[config.mk]
export PLATFORM = sky130hd
export DESIGN_NAME = fis_issue_sb
export DESIGN_NICKNAME = d
export VERILOG_FILES = /design/src/verilog/fis_pkg.sv /design/src/verilog/fis_reg_track.sv /design/src/verilog/fis_issue_sb.sv
export SDC_FILE = /design/constraint.sdc
export NUM_CORES = 2
export LEC_CHECK = 0
export ABC_AREA = 1
export BUFFER_PORTS_ARGS = -buffer_cell sky130_fd_sc_hd__buf_2
export CAP_MARGIN = 20
export CORE_MARGIN = 1
export CORE_UTILIZATION = 50
export DETAILED_ROUTE_END_ITERATION = 12
export PLACE_DENSITY_LB_ADDON = 0.12
export SLEW_MARGIN = 20
export SYNTH_ARGS = -nofsm -noshare
export SYNTH_HDL_FRONTEND = slang
export SYNTH_SLANG_ARGS = --single-unit
[constraint.sdc]
create_clock -name mclk -period 3.1 [get_ports mclk]
set_input_delay 0.155 -clock mclk [delete_from_list [all_inputs] [get_ports mclk]]
set_output_delay 0.155 -clock mclk [all_outputs]
set_load 0.01 [all_outputs]
[src/verilog/fis_pkg.sv]
// Shared constants and types for the scalar floating-point issue and
// scoreboard timing block.
// Assumes one core clock; every figure is in execution cycles.
`default_nettype none

package fis_pkg;

  // ********************************************************************
  // sizes
  // ********************************************************************
  localparam int REG_W    = 5;          // register index width
  localparam int NUM_REGS = 32;         // double registers tracked
  localparam int CNT_W    = 5;          // countdown width, holds 25

  // ********************************************************************
  // instruction classes
  // ********************************************************************
  typedef enum logic [3:0] {
    OP_FP_ADD_SUB      = 4'h0,          // add or subtract
    OP_FP_CONVERT      = 4'h1,          // convert
    OP_FP_MULTIPLY     = 4'h2,          // multiply, negated multiply
    OP_FP_MULT_ACC     = 4'h3,          // all multiply-accumulate forms
    OP_FP_ABS_NEG      = 4'h4,          // absolute value, negate
    OP_FP_MOVE_TO_CORE = 4'h5,          // fp register to core register(s)
    OP_FP_STATUS_READ  = 4'h6,          // status/control register read
    OP_FP_MOVE_TO_FP   = 4'h7,          // core or fp register into fp
    OP_FP_MOVE_IMM     = 4'h8,          // immediate into fp register
    OP_FP_DIVIDE       = 4'h9           // divide
  } fis_op_t;

  // ********************************************************************
  // timing, in execution cycles counted from 1
  // ********************************************************************
  localparam logic [CNT_W-1:0] CYC_ONE       = 5'h01; // single cycle
  localparam logic [CNT_W-1:0] SRC_CYC       = 5'h01; // sources needed
  localparam logic [CNT_W-1:0] ADD_RES_CYC   = 5'h04; // add/sub/convert
  localparam logic [CNT_W-1:0] MUL_SP_RES    = 5'h05;
  localparam logic [CNT_W-1:0] MUL_DP_ISSUE  = 5'h02;
  localparam logic [CNT_W-1:0] MUL_DP_RES    = 5'h06;
  localparam logic [CNT_W-1:0] MAC_SP_RES    = 5'h08;
  localparam logic [CNT_W-1:0] MAC_DP_ISSUE  = 5'h02;
  localparam logic [CNT_W-1:0] MAC_DP_RES    = 5'h09;
  localparam logic [CNT_W-1:0] QUICK_WB_CYC  = 5'h02; // abs/neg/moves into fp
  localparam logic [CNT_W-1:0] DIV_SP_ISSUE  = 5'h0A;
  localparam logic [CNT_W-1:0] DIV_SP_RES    = 5'h0F;
  localparam logic [CNT_W-1:0] DIV_DP_ISSUE  = 5'h14;
  localparam logic [CNT_W-1:0] DIV_DP_RES    = 5'h19;
  localparam logic [CNT_W-1:0] ACC_FWD_CYC   = 5'h04; // matched chain
  localparam logic [CNT_W-1:0] ACC_MISM_CYC  = 5'h03; // mismatched chain

  // ********************************************************************
  // reset values
  // ********************************************************************
  localparam logic [CNT_W-1:0] CNT_RST   = 5'h00;
  localparam logic [1:0]       TAG_RST   = 2'h0;
  localparam logic             READY_RST = 1'b1;
  localparam logic             FLAG_RST  = 1'b0;

endpackage : fis_pkg

`default_nettype wire

[src/verilog/fis_reg_track.sv]
// Per-register scoreboard entry: counts down to the result and the
// writeback cycle of the last writer and remembers its kind.
// Assumes the issue logic only reloads it when the new writeback is later.
`timescale 1ns/1ns
`default_nettype none

module fis_reg_track
  import fis_pkg::*;
(
  // clock and reset
  input  wire logic             mclk,
  input  wire logic             resetn,
  // writer issued this cycle
  input  wire logic             load,
  input  wire logic [CNT_W-1:0] res_cyc,
  input  wire logic [CNT_W-1:0] wb_cyc,
  input  wire logic [1:0]       tag_in,
  // entry state
  output var  logic [CNT_W-1:0] rdy_cnt_r,
  output var  logic [CNT_W-1:0] wb_cnt_r,
  output var  logic [1:0]       tag_r,
  output var  logic             ready_r,
  output var  logic             commit_r
);

  // ********************************************************************
  // countdowns
  // ********************************************************************
  logic [CNT_W-1:0] rdy_nxt;            // cycles left to result
  logic [CNT_W-1:0] wb_nxt;             // cycles left to writeback
  localparam int    PEND_W = int'(DIV_DP_RES); // longest writeback span
  logic [PEND_W-1:0] pend_r;            // one bit per pending commit
  logic [PEND_W-1:0] pend_nxt;          // pending commits, next cycle

  // every writer keeps its own commit slot, so a later writer to the
  // same register cannot swallow an earlier writeback pulse
  assign pend_nxt = (pend_r >> 1) |
                    (load ? (PEND_W'(1'b1) << (wb_cyc - CYC_ONE)) :
                            PEND_W'(FLAG_RST));

  // exec cycle 1 is the cycle after issue, so load one less
  assign rdy_nxt = load ? res_cyc - CYC_ONE :
                   (rdy_cnt_r != CNT_RST) ? rdy_cnt_r - CYC_ONE : CNT_RST;
  assign wb_nxt  = load ? wb_cyc - CYC_ONE :
                   (wb_cnt_r != CNT_RST) ? wb_cnt_r - CYC_ONE : CNT_RST;

  // entry registers; the countdowns follow the latest writer only
  always_ff @(posedge mclk or negedge resetn) begin
    if (!resetn) begin
      rdy_cnt_r <= CNT_RST;
      wb_cnt_r  <= CNT_RST;
      tag_r     <= TAG_RST;
      ready_r   <= READY_RST;
      commit_r  <= FLAG_RST;
      pend_r    <= PEND_W'(FLAG_RST);
    end else begin
      pend_r    <= pend_nxt;
      rdy_cnt_r <= rdy_nxt;
      wb_cnt_r  <= wb_nxt;
      tag_r     <= load ? tag_in : tag_r;
      ready_r   <= (rdy_nxt == CNT_RST);
      commit_r  <= pend_nxt[0];
    end
  end

  // ********************************************************************
  // checks
  // ********************************************************************
  property p_rdy_before_wb;
    @(posedge mclk) disable iff (!resetn)
    rdy_cnt_r <= wb_cnt_r;
  endproperty
  a_rdy_before_wb: assert property (p_rdy_before_wb)
    else $error("result ready later than writeback");

  property p_add_commit;
    @(posedge mclk) disable iff (!resetn)
    (load && wb_cyc == ADD_RES_CYC) |-> ##4 commit_r;
  endproperty
  a_add_commit: assert property (p_add_commit)
    else $error("add writeback not at cycle 4");

  property p_mul_commit;
    @(posedge mclk) disable iff (!resetn)
    (load && wb_cyc == MUL_SP_RES) |=> !commit_r [*4] ##1 commit_r;
  endproperty
  a_mul_commit: assert property (p_mul_commit)
    else $error("multiply writeback not at cycle 5");

  property p_div_commit;
    @(posedge mclk) disable iff (!resetn)
    (load && wb_cyc == DIV_SP_RES) |-> ##15 commit_r;
  endproperty
  a_div_commit: assert property (p_div_commit)
    else $error("divide writeback not at cycle 15");

  property p_quick_ready;
    @(posedge mclk) disable iff (!resetn)
    (load && res_cyc == CYC_ONE) |=> ready_r ##1 commit_r;
  endproperty
  a_quick_ready: assert property (p_quick_ready)
    else $error("quick result not ready at 1 or committed at 2");

endmodule : fis_reg_track

`default_nettype wire

[src/verilog/fis_issue_sb.sv]
// Issue gate and scoreboard for the scalar floating-point pipeline.
// Assumes the host holds a request until issue_ack is high, and in that
// cycle already presents its next request or drops req_valid.
`timescale 1ns/1ns
`default_nettype none

module fis_issue_sb
  import fis_pkg::*;
(
  // clock and reset
  input  wire logic                mclk,
  input  wire logic                resetn,
  // issue request from the host
  input  wire logic                req_valid,
  input  wire fis_op_t             req_op,
  input  wire logic                req_dbl,
  input  wire logic [REG_W-1:0]    req_dst,
  input  wire logic [REG_W-1:0]    req_src_a,
  input  wire logic                req_src_a_quad,
  input  wire logic [REG_W-1:0]    req_src_b,
  input  wire logic                req_src_b_quad,
  // issue answer
  output logic                     issue_ack,
  output logic                     hazard_stall,
  output logic                     pipe_busy,
  // per-register state
  output logic [NUM_REGS-1:0]      fwd_ready,
  output logic [NUM_REGS-1:0]      commit
);

  // ********************************************************************
  // timing decode
  // ********************************************************************

  // issue cycles per class; precision ignored where untyped
  function automatic logic [CNT_W-1:0] f_issue(fis_op_t op, logic dbl);
    case (op)
      OP_FP_MULTIPLY: f_issue = dbl ? MUL_DP_ISSUE : CYC_ONE;
      OP_FP_MULT_ACC: f_issue = dbl ? MAC_DP_ISSUE : CYC_ONE;
      OP_FP_DIVIDE:   f_issue = dbl ? DIV_DP_ISSUE : DIV_SP_ISSUE;
      default:        f_issue = CYC_ONE;
    endcase
  endfunction : f_issue

  // result cycle per class
  function automatic logic [CNT_W-1:0] f_result(fis_op_t op, logic dbl);
    case (op)
      OP_FP_ADD_SUB,
      OP_FP_CONVERT:  f_result = ADD_RES_CYC;
      OP_FP_MULTIPLY: f_result = dbl ? MUL_DP_RES : MUL_SP_RES;
      OP_FP_MULT_ACC: f_result = dbl ? MAC_DP_RES : MAC_SP_RES;
      OP_FP_DIVIDE:   f_result = dbl ? DIV_DP_RES : DIV_SP_RES;
      default:        f_result = CYC_ONE;
    endcase
  endfunction : f_result

  // writeback cycle; the quick classes commit one after their result
  function automatic logic [CNT_W-1:0] f_wback(fis_op_t op, logic dbl);
    case (op)
      OP_FP_ABS_NEG,
      OP_FP_MOVE_TO_FP,
      OP_FP_MOVE_IMM: f_wback = QUICK_WB_CYC;
      default:        f_wback = f_result(op, dbl);
    endcase
  endfunction : f_wback

  // classes that write an fp register; core moves write none
  function automatic logic f_writes(fis_op_t op);
    case (op)
      OP_FP_MOVE_TO_CORE,
      OP_FP_STATUS_READ: f_writes = 1'b0;
      default:           f_writes = 1'b1;
    endcase
  endfunction : f_writes

  // classes reading a first fp source operand
  function automatic logic f_uses_a(fis_op_t op);
    case (op)
      OP_FP_STATUS_READ,
      OP_FP_MOVE_IMM: f_uses_a = 1'b0;
      default:        f_uses_a = 1'b1;
    endcase
  endfunction : f_uses_a

  // classes reading a second fp source operand
  function automatic logic f_uses_b(fis_op_t op);
    case (op)
      OP_FP_ADD_SUB,
      OP_FP_MULTIPLY,
      OP_FP_MULT_ACC,
      OP_FP_DIVIDE:   f_uses_b = 1'b1;
      default:        f_uses_b = 1'b0;
    endcase
  endfunction : f_uses_b

  // an operand arriving rem cycles ahead is in time for cycle need
  function automatic logic f_in_time(logic [CNT_W-1:0] rem,
                                     logic [CNT_W-1:0] need);
    f_in_time = (rem <= need);
  endfunction : f_in_time

  // ********************************************************************
  // scoreboard entries
  // ********************************************************************
  logic [CNT_W-1:0] rdy_cnt [NUM_REGS];  // cycles to forwardable result
  logic [CNT_W-1:0] wb_cnt  [NUM_REGS];  // cycles to writeback
  logic [1:0]       tag     [NUM_REGS];  // {multiply family, double}
  logic [NUM_REGS-1:0] load;             // entry written by this issue
  logic             issue_now;           // request taken at this edge
  logic [CNT_W-1:0] issue_cyc;           // decoded issue cycles
  logic [CNT_W-1:0] res_cyc;             // decoded result cycle
  logic [CNT_W-1:0] wb_cyc;              // decoded writeback cycle
  logic [1:0]       tag_new;             // kind of the issuing writer
  logic             writes;              // issuing op writes req_dst

  // one entry per double register; quad halves are two entries
  genvar gi;
  generate
    for (gi = 0; gi < NUM_REGS; gi++) begin : g_ent
      assign load[gi] = issue_now & writes &
                        (req_dst == REG_W'(gi));
      fis_reg_track u_ent (
        .mclk      (mclk),
        .resetn    (resetn),
        .load      (load[gi]),
        .res_cyc   (res_cyc),
        .wb_cyc    (wb_cyc),
        .tag_in    (tag_new),
        .rdy_cnt_r (rdy_cnt[gi]),
        .wb_cnt_r  (wb_cnt[gi]),
        .tag_r     (tag[gi]),
        .ready_r   (fwd_ready[gi]),
        .commit_r  (commit[gi])
      );
    end
  endgenerate

  // ********************************************************************
  // hazard checks
  // ********************************************************************
  logic [REG_W-1:0] a_hi;                // upper half of quad source a
  logic [REG_W-1:0] b_hi;                // upper half of quad source b
  logic             via_wb;              // consumer reads register file
  logic             is_mac;              // accumulator read of req_dst
  logic             acc_match;           // same type and size chain
  logic [CNT_W-1:0] acc_need;            // accumulator need cycle
  logic [CNT_W-1:0] rem_a_lo;
  logic [CNT_W-1:0] rem_a_hi;
  logic [CNT_W-1:0] rem_b_lo;
  logic [CNT_W-1:0] rem_b_hi;
  logic             ok_src;              // every source in time
  logic             ok_acc;              // accumulator in time
  logic             ok_waw;              // writeback stays in order
  logic [CNT_W-1:0] busy_r;              // issue cycles still held
  logic [CNT_W-1:0] busy_nxt;

  assign issue_cyc = f_issue(req_op, req_dbl);
  assign res_cyc   = f_result(req_op, req_dbl);
  assign wb_cyc    = f_wback(req_op, req_dbl);
  assign writes    = f_writes(req_op);
  assign is_mac    = (req_op == OP_FP_MULT_ACC);
  assign tag_new   = {is_mac | (req_op == OP_FP_MULTIPLY), req_dbl};
  assign a_hi      = req_src_a + REG_W'(1);
  assign b_hi      = req_src_b + REG_W'(1);

  // values bound for core registers have no forwarding path
  assign via_wb   = (req_op == OP_FP_MOVE_TO_CORE);
  assign rem_a_lo = via_wb ? wb_cnt[req_src_a] : rdy_cnt[req_src_a];
  assign rem_a_hi = via_wb ? wb_cnt[a_hi]      : rdy_cnt[a_hi];
  assign rem_b_lo = via_wb ? wb_cnt[req_src_b] : rdy_cnt[req_src_b];
  assign rem_b_hi = via_wb ? wb_cnt[b_hi]      : rdy_cnt[b_hi];

  // each half checked on its own entry
  assign ok_src = (!f_uses_a(req_op) | f_in_time(rem_a_lo, SRC_CYC)) &
                  (!f_uses_a(req_op) | !req_src_a_quad |
                   f_in_time(rem_a_hi, SRC_CYC)) &
                  (!f_uses_b(req_op) | f_in_time(rem_b_lo, SRC_CYC)) &
                  (!f_uses_b(req_op) | !req_src_b_quad |
                   f_in_time(rem_b_hi, SRC_CYC));

  // special multiplier-accumulator path only for a matched chain
  assign acc_match = tag[req_dst][1] & (tag[req_dst][0] == req_dbl);
  assign acc_need  = acc_match ? ACC_FWD_CYC : ACC_MISM_CYC;
  assign ok_acc    = !is_mac | f_in_time(rdy_cnt[req_dst], acc_need);

  // new writeback must land strictly after the pending one
  assign ok_waw = !writes | (wb_cnt[req_dst] < wb_cyc);

  // nothing issues while a multi-cycle op holds the pipe
  assign issue_now = req_valid & (busy_r == CNT_RST) &
                     ok_src & ok_acc & ok_waw;
  assign busy_nxt  = issue_now ? issue_cyc - CYC_ONE :
                     (busy_r != CNT_RST) ? busy_r - CYC_ONE : CNT_RST;

  // ********************************************************************
  // issue registers
  // ********************************************************************

  // answer flags registered so the host sees clean levels
  always_ff @(posedge mclk or negedge resetn) begin
    if (!resetn) begin
      busy_r       <= CNT_RST;
      issue_ack    <= FLAG_RST;
      hazard_stall <= FLAG_RST;
      pipe_busy    <= FLAG_RST;
    end else begin
      busy_r       <= busy_nxt;
      issue_ack    <= issue_now;
      hazard_stall <= req_valid & !issue_now;
      pipe_busy    <= (busy_nxt != CNT_RST);
    end
  end

  // ********************************************************************
  // checks
  // ********************************************************************
  logic [CNT_W-1:0] gap_r;               // cycles since last issue
  logic [CNT_W-1:0] last_n_r;            // issue cycles of last issue

  // helper spacing counter, saturating
  always_ff @(posedge mclk or negedge resetn) begin
    if (!resetn) begin
      gap_r    <= DIV_DP_RES;
      last_n_r <= CYC_ONE;
    end else if (issue_now) begin
      gap_r    <= CYC_ONE;
      last_n_r <= issue_cyc;
    end else if (gap_r != DIV_DP_RES) begin
      gap_r    <= gap_r + CYC_ONE;
    end
  end

  property p_issue_spacing;
    @(posedge mclk) disable iff (!resetn)
    issue_now |-> (gap_r >= last_n_r);
  endproperty
  a_issue_spacing: assert property (p_issue_spacing)
    else $error("issue before previous issue cycles elapsed");

  property p_div_hold;
    @(posedge mclk) disable iff (!resetn)
    (issue_now && req_op == OP_FP_DIVIDE) |=>
      (pipe_busy && !issue_now) [*8];
  endproperty
  a_div_hold: assert property (p_div_hold)
    else $error("issue during divide occupancy");

  property p_src_late;
    @(posedge mclk) disable iff (!resetn)
    (f_uses_a(req_op) && rem_a_lo > SRC_CYC) |-> !issue_now;
  endproperty
  a_src_late: assert property (p_src_late)
    else $error("issued before first source available");

  property p_core_waits;
    @(posedge mclk) disable iff (!resetn)
    (issue_now && via_wb) |-> (wb_cnt[req_src_a] <= SRC_CYC);
  endproperty
  a_core_waits: assert property (p_core_waits)
    else $error("core move issued before writeback");

  property p_in_order_wb;
    @(posedge mclk) disable iff (!resetn)
    (issue_now && writes) |=> (wb_cnt[$past(req_dst)] ==
                              $past(wb_cyc) - CYC_ONE);
  endproperty
  a_in_order_wb: assert property (p_in_order_wb)
    else $error("writeback order lost on reissue");

  property p_mul_chain;
    @(posedge mclk) disable iff (!resetn)
    (issue_now && req_op == OP_FP_MULTIPLY && !req_dbl) |=>
      (rdy_cnt[$past(req_dst)] == ACC_FWD_CYC);
  endproperty
  a_mul_chain: assert property (p_mul_chain)
    else $error("matched chain cannot issue back to back");

  property p_mism_chain;
    @(posedge mclk) disable iff (!resetn)
    (is_mac && !acc_match && rdy_cnt[req_dst] > ACC_MISM_CYC) |->
      !issue_now;
  endproperty
  a_mism_chain: assert property (p_mism_chain)
    else $error("mismatched chain issued before cycle 3");

endmodule : fis_issue_sb

`default_nettype wire

---- Word-level counts from Yosys, hierarchy flattened ----
Cells that the tools add are included.
operators by class
  add/subtract/negate cells ............... 70
  order comparisons ....................... 11
  equal/unequal tests ..................... 41
  shift operators ......................... 1
  muxes and demuxes ....................... 210
  bitwise gates (word level) .............. 88
  reduce and logical (&&, ||, !) cells .... 112
operator list
  kind                                                             count
  2-to-1 mux 25 bit                                                32
  bitwise OR 24 x 25 -> 25 bit                                     32
  2-to-1 mux 5 bit                                                 157
  subtractor 5 x 1 -> 5 bit (second input constant)                68
  nonzero test 5 bit                                               66
  binary-select mux 5 bit (select 5 bit)                           10
  zero test 5 bit                                                  34
  equality test 5 bit (second input constant)                      16
  bitwise AND 1 bit                                                42
  equality test 5 x 4 -> 1 bit (second input constant)             8
  greater-or-equal comparator 6 bit (second input constant)        5
  inverter 5 -> 6 bit                                              5
  << shifter 1 x 5 -> 25 bit (first input constant)                1
  equality test 5 x 3 -> 1 bit (second input constant)             4
  less-or-equal comparator 5 x 1 -> 1 bit (second input constant)  4
  one-hot mux 5 bit (4 select lines)                               1
  equality test 4 x 3 -> 1 bit (second input constant)             4
  adder 5 x 1 -> 5 bit (second input constant)                     2
  binary-select mux 2 bit (select 5 bit)                           1
  equality test 5 x 2 -> 1 bit (second input constant)             2
  one-hot mux 5 bit (2 select lines)                               1
  bitwise OR 1 bit                                                 9
  equality test 4 x 2 -> 1 bit (second input constant)             2
  equality test 4 bit (second input constant)                      2
  other kinds (13)                                                 25
storage, ports and cells
  register bits ........................... 1256
  input port bits ......................... 25
  output and inout port bits .............. 67
  word-level logic and storage cells ...... 729

---- Logic depth before layout (Yosys ltp) ----
  depth in word-level cells ............... 18
  mapped depth ............................ 30
  gate-level depth less buffers ........... 27

---- Modules after synthesis ----
From an unflattened synthesis, not the netlist that was laid out.
second synthesis, totals
  cells, all modules ...................... 9044
  area, all modules ....................... 70390.0 µm²
by module, submodules not included
  module                                instances  cells each  area each (µm²)  sequential area each (µm²)
  fis_reg_track at g_ent[18].u_ent ...  23         214         1893.1           952.2
  fis_reg_track at g_ent[0].u_ent ...   9          213         1863.0           952.2
  fis_issue_sb                          1          2205        10082.2          200.2

---- Worst setup path after synthesis ----
No wires, ideal clock.
  path kind ............................... input to register
  start point ............................. input req_dst[0]
  end point ............................... register g_ent[5].u_ent.wb_cnt_r[2]
  arrival time ............................ 3969 ps
  data required time ...................... 2980 ps
  slack ................................... -989 ps
  stages on the path ...................... 26
  path buffers ............................ 9
  cells stage by stage .................... buf_4 inv_4 nand2_1 buf_4 buf_4 clkbuf_1 clkbuf_1 buf_1 o22ai_1 o21ai_0 nand4_1 a21oi_1 ha_1 a21oi_1 nor2_1 a211oi_1 nand2_1 a21oi_1 nand2_2 nor2_8 buf_12 nand4_4 buf_2 buf_2 o21ai_0 inv_1
between the ends
  word-level cells in the longest chain between the ends .. 14
ends and longest elaborated chain
  item                                                 RTL line                                                       RTL
  start, declared                                      fis_issue_sb.sv:17                                             input wire logic [REG_W-1:0] req_dst,
  inverter 5 -> 6 bit (implied by the code)            fis_issue_sb.sv:182, fis_issue_sb.sv:184, fis_issue_sb.sv:187
  binary-select mux 2 bit (select 5 bit)               fis_issue_sb.sv:182                                            assign acc_match = tag[req_dst][1] & (tag[req_dst][0] == req_dbl);
  2-to-1 mux 2 bit (implied by the code) (2 in a row)  fis_issue_sb.sv:182
  equality test 1 bit                                  fis_issue_sb.sv:182
  bitwise AND 1 bit                                    fis_issue_sb.sv:182
  2-to-1 mux 3 bit                                     fis_issue_sb.sv:183                                            assign acc_need = acc_match ? ACC_FWD_CYC : ACC_MISM_CYC;
  less-or-equal comparator 5 x 3 -> 1 bit              fis_issue_sb.sv:99                                             f_in_time = (rem <= need);
  bitwise OR 1 bit                                     fis_issue_sb.sv:184                                            assign ok_acc = !is_mac | f_in_time(rdy_cnt[req_dst], acc_need);
  bitwise AND 1 bit (2 in a row)                       fis_issue_sb.sv:191                                            ok_src & ok_acc & ok_waw;
  bitwise AND 1 bit                                    fis_issue_sb.sv:120                                            assign load[gi] = issue_now & writes &
  bitwise AND 1 bit *                                  fis_issue_sb.sv:120
  2-to-1 mux 5 bit *                                   fis_reg_track.sv:44                                            assign wb_nxt = load ? wb_cyc - CYC_ONE :
  via g_ent[5].u_ent.wb_nxt[2]                         fis_reg_track.sv:30                                            logic [CNT_W-1:0] wb_nxt;
  end signal, assigned                                 fis_reg_track.sv:59                                            wb_cnt_r <= wb_nxt;
  end, declared                                        fis_reg_track.sv:20                                            output var logic [CNT_W-1:0] wb_cnt_r,
The timed path passes the listed nets; every way through them passes the cells marked *. The select of a mux whose other input is x is not followed.
A chain may end at the register's enable or synchronous reset.

---- Worst setup path in the final report ----
  start point ............................. register g_ent[24].u_ent.wb_cnt_r[4]
  end point ............................... register g_ent[28].u_ent.tag_r[1]
between the ends
  word-level cells in the longest chain between the ends .. 14
ends and longest elaborated chain
  item                                                       RTL line                                  RTL
  start, declared                                            fis_reg_track.sv:20
  start signal, assigned                                     fis_reg_track.sv:59
  binary-select mux 5 bit (select 5 bit) (on tied branches)  fis_issue_sb.sv:168, fis_issue_sb.sv:169
  2-to-1 mux 5 bit (on tied branches) (3 in a row)           fis_issue_sb.sv:168, fis_issue_sb.sv:169
  less-or-equal comparator 5 x 1 -> 1 bit                    fis_issue_sb.sv:99
  bitwise OR 1 bit (on tied branches)                        fis_issue_sb.sv:174, fis_issue_sb.sv:175
  bitwise AND 1 bit                                          fis_issue_sb.sv:174                       assign ok_src = (!f_uses_a(req_op) | f_in_time(rem_a_lo, SRC_CYC)) &
  bitwise AND 1 bit                                          fis_issue_sb.sv:176                       f_in_time(rem_a_hi, SRC_CYC)) &
  bitwise AND 1 bit                                          fis_issue_sb.sv:177                       (!f_uses_b(req_op) | f_in_time(rem_b_lo, SRC_CYC)) &
  bitwise AND 1 bit                                          fis_issue_sb.sv:190                       assign issue_now = req_valid & (busy_r == CNT_RST) &
  bitwise AND 1 bit                                          fis_issue_sb.sv:191
  bitwise AND 1 bit *                                        fis_issue_sb.sv:191
  bitwise AND 1 bit * (2 in a row)                           fis_issue_sb.sv:120
  end signal, assigned                                       fis_reg_track.sv:60                       tag_r <= load ? tag_in : tag_r;
  end, declared                                              fis_reg_track.sv:21                       output var logic [1:0] tag_r,
Every way passes the cells marked *; elsewhere a longest branch is shown, timed or not. The select of a mux whose other input is x is not followed.

==> flow_summary.toml <==
[status]
status = "finished, violations left"
failed_checks = "hold timing, setup timing"

[cells_and_area]
synthToLayoutAreaGrowth_pct = 28.1
layoutNonFillerInstCount = 8749
fin_nets = 7231
final_util_pct = 64.6
final_design_area_no_fill_sq_um = 73700
layout-drive-gt1-share_pct = 24.0

[logic_synthesis]
synth_area_leader_cell = "sky130_fd_sc_hd__dfrtp_1"
edff_count_synth = 0
netlist_instances = 6453
netlist-cell-type-count = 47
postSynth.asyncResetShare_pct = 100
synth_area_sq_um = 57500
synth_top_area_share_pct = 51.8
synthFlopType = "sky130_fd_sc_hd__dfrtp_1"
ys_seq_area_share_pct = 53.3
avgSynthCellArea_sq_um = 8.92
synth.cells.most_frequent = "sky130_fd_sc_hd__nand2_1, sky130_fd_sc_hd__dfrtp_1, sky130_fd_sc_hd__o21bai_1, sky130_fd_sc_hd__inv_1, sky130_fd_sc_hd__nor2_1"
postSynthNetCount = 6557
synth_top_cells_by_area = "sky130_fd_sc_hd__dfrtp_1, sky130_fd_sc_hd__nand2_1, sky130_fd_sc_hd__o21bai_1"
ff_latch_count_synth = 1224
synth_most_common_cell = "sky130_fd_sc_hd__nand2_1"
yosysWarningCount = 0

[worst_setup_path]
timing.critical_path.required_ns = 3.78
r2r_start = "g_ent[24].u_ent.wb_cnt_r[4]$_DFF_PN0_"
critical-path-top-delay-family = "compound AO/OA/AOI/OAI gates"
critPathCaptureType = "flop"
worstSetupPathType = "reg2reg"
timing.critical_path.fanout_max = 13
path_common_cell = "sky130_fd_sc_hd__buf_12"
path_cells = "inv_2 > a22oi_2 > o221ai_2 > a221oi_2 > nand2_1 > o21ai_1 > ha_1 > nand2_1 > nor2_1 > a211oi_2 > nand2_1 > a21oi_2 > nand2_2 > nor2_8 > buf_12 > buf_12 > buf_12 > nand4_4 > buf_12 > buf_12 > clkbuf_16 > o21ai_1"
critical_path.max_stage_delay_ns = 0.38
worstPathBufferInverterCount = 7
r2r_slack_ns = -0.50
cp_data_arrival_time_ns = 4.29
r2r_cells = 22
timing.critical_path.slowest_stage_cell = "sky130_fd_sc_hd__dfrtp_1"
critical_path.reg2reg.endpoint = "g_ent[28].u_ent.tag_r[1]$_DFFE_PN0P_"
critical_path.startpoint_type = "flop"

[placed_design]
port-buffer-count = 91
dp_worst_setup_slack_ns = -1.20
number_of_cells_after_detailed_placement = 8375
dp_hpwl_um = 143000
gpl.final_weighted_congestion = 1.04
detailed_place.area_sq_um = 65700

[die]
die_h_um = 341
die-area_sq_um = 116000
core_region_area_sq_um = 114000
top_level_ports = 92
die_x_um = 341
initial_utilization_pct = 50.4
std_cell_rows = 124

[detailed_routing]
drtAntennaViolNets = 0
detailedRoute.firstPassIterationCount = 6
post_drt_wl_per_cell_um = 24.1
finalWirelength_um = 211000
post_drt_via_cell_ratio = 5.65
initialDrtViolationCount = 5540
vias = 49455
drc_errors = 0

[grt]
groute.usage.overall_pct = 35.5
number_of_global_route_vias_before_repair = 48095
global_route.overflow_total = 0
grt_start_max_net_pins = 118
first_pass_grt_wire_length_um = 307000
grt_antenna_before_repair = 5

[sta]
setup_violators_final = 1091
fmax_mhz = 277
timing.clock.skew_ns = 0.0403
worst_slew_margin_rel_pct = 34.3
post-route-period-util_pct = 116
finalHoldViolations = 5
rsz_0062_raised_after_global_routing = "yes"
worst_hold_slack_ns = -0.108
finalWorstPathRequiredPeriod_ns = 3.60
setup_tns_ns = -334.32
worst_slew_pin_slew_ns = 0.982
final.setup.worst_slack_ns = -0.505
drv_slew = 0

[power_and_ir_drop]
power_density_nw_per_um2 = 778
design_power_mw = 57.3
power.static_leakage_nw = 37.1
ir_drop_worst_case_vdd_mv = 0.590

[clocking]
cts_inserted_buffers = 135
tritoncts = "done"
cell_chosen_for_the_clock_root = "sky130_fd_sc_hd__clkbuf_16"
h-tree-depth = 4
cts_num_sinks = 1224
clk_latency_ns = 0.77
clkSlewWorstSetupHoldPaths_ns = 0.07
cts_buffer_depth = 3

[flow_run]
max_cap_viol_count = 0

[worst_hold_path]
class_of_the_tightest_hold_or_removal_check = "in2async"
-- flip-flops by register name (all words and copies together) (netlist names) --
signal / count
g_ent.u_ent.ready_r: 32
issue_ack: 1
hazard_stall: 1
g_ent.u_ent.tag_r: 64
pipe_busy: 1
g_ent.u_ent.rdy_cnt_r: 160
g_ent.u_ent.pend_r: 800
busy_r: 5
g_ent.u_ent.wb_cnt_r: 160
-- area by class of cell --
cell class	instances	area [sq um]
well taps	1512	1890
clock buffers	181	3870
diodes	1	2.50
fillers	9328	40500
repair buffers	1092	10800
clock inverters	65	973
multi-input cells	4089	23300
inverters	585	2250
flip-flops and latches	1224	30700
-- worst register-to-register path, stage by stage (launching register included) --
cell                        delay, ns
sky130_fd_sc_hd__dfrtp_1         0.38
sky130_fd_sc_hd__inv_2           0.08
sky130_fd_sc_hd__a22oi_2         0.21
sky130_fd_sc_hd__o221ai_2        0.14
sky130_fd_sc_hd__a221oi_2        0.29
sky130_fd_sc_hd__nand2_1         0.09
sky130_fd_sc_hd__o21ai_1         0.09
sky130_fd_sc_hd__ha_1            0.29
sky130_fd_sc_hd__nand2_1         0.07
sky130_fd_sc_hd__nor2_1          0.04
sky130_fd_sc_hd__a211oi_2        0.18
sky130_fd_sc_hd__nand2_1         0.12
sky130_fd_sc_hd__a21oi_2         0.15
sky130_fd_sc_hd__nand2_2         0.11
sky130_fd_sc_hd__nor2_8          0.15
sky130_fd_sc_hd__buf_12          0.14
sky130_fd_sc_hd__buf_12          0.12
sky130_fd_sc_hd__buf_12          0.12
sky130_fd_sc_hd__nand4_4         0.09
sky130_fd_sc_hd__buf_12          0.19
sky130_fd_sc_hd__buf_12          0.14
sky130_fd_sc_hd__clkbuf_16       0.19
sky130_fd_sc_hd__o21ai_1         0.16
-- how the worst max path moves through the flow --
stage               cells past startpoint                                    to                             startpoint  slack [ns]
global placement                       29      g_ent[3].u_ent.ready_r$_DFF_PN1_                             req_dst[0]       -1.12
global route                           24      g_ent[3].u_ent.ready_r$_DFF_PN1_  g_ent[19].u_ent.wb_cnt_r[2]$_DFF_PN0_       -0.68
finish                                 22  g_ent[28].u_ent.tag_r[1]$_DFFE_PN0P_  g_ent[24].u_ent.wb_cnt_r[4]$_DFF_PN0_       -0.50
floorplan                              27  g_ent[4].u_ent.wb_cnt_r[2]$_DFF_PN0_                             req_dst[0]       -0.30
CTS                                    27     g_ent[17].u_ent.ready_r$_DFF_PN1_  g_ent[10].u_ent.wb_cnt_r[3]$_DFF_PN0_       -0.40
detailed placement                     29      g_ent[3].u_ent.ready_r$_DFF_PN1_                             req_dst[0]       -1.20
-- kinds of logic (layout without fill, tap and decap cells) --
group | Yosys count | after routing | share of synthesized area [%]
buffers and inverters | 1144 | 1923 | 8.61
AND/OR/NAND/NOR | 2433 | 2437 | 18.4
adder cells (fa/ha/maj) | 79 | 79 | 1.72
flip-flops | 1224 | 1224 | 53.3
XOR/XNOR | 79 | 79 | 1.31
other | 0 | 1 | 0
AO/OA/AOI/OAI | 1494 | 1494 | 16.7
-- timing repair --
action	CTS	global route
setup buffers	59	43
endpoints found under the setup margin	1096	1096
gates resized for setup	218	169
hold buffers	2	0
pin swaps	73	67
gates cloned	13	18
hold endpoints to repair	384	0
-- placed cells by master, fill, tap and decap left out, types with 89 or more instances in the layout --
| master | n |
|---|---|
| sky130_fd_sc_hd__buf_2 | 89 |
| sky130_fd_sc_hd__o21ai_0 | 287 |
| sky130_fd_sc_hd__o21ai_1 | 171 |
| sky130_fd_sc_hd__nand2_1 | 1212 |
| sky130_fd_sc_hd__dfrtp_1 | 1192 |
| sky130_fd_sc_hd__buf_12 | 161 |
| sky130_fd_sc_hd__o21bai_1 | 621 |
| sky130_fd_sc_hd__a21oi_1 | 141 |
| sky130_fd_sc_hd__nand3_1 | 405 |
| sky130_fd_sc_hd__clkbuf_16 | 155 |
| sky130_fd_sc_hd__nor2_1 | 458 |
| sky130_fd_sc_hd__inv_1 | 528 |
| sky130_fd_sc_hd__buf_4 | 748 |
-- routing by layer --
layer  GRT usage, %  wire length, um  share of wire, %
met1           48.9            89500                42
met2           53.6            92600                44
met4           17.3            10100               4.8
met5              0               26             0.012
met3           7.22            18400               8.8
-- power by group --
group	switching [mW]	internal (mW)
combinational	12.0	8.76
sequential	1.37	18.0
clock	6.96	10.2
Note: power is estimated with default switching activity, not from simulation.
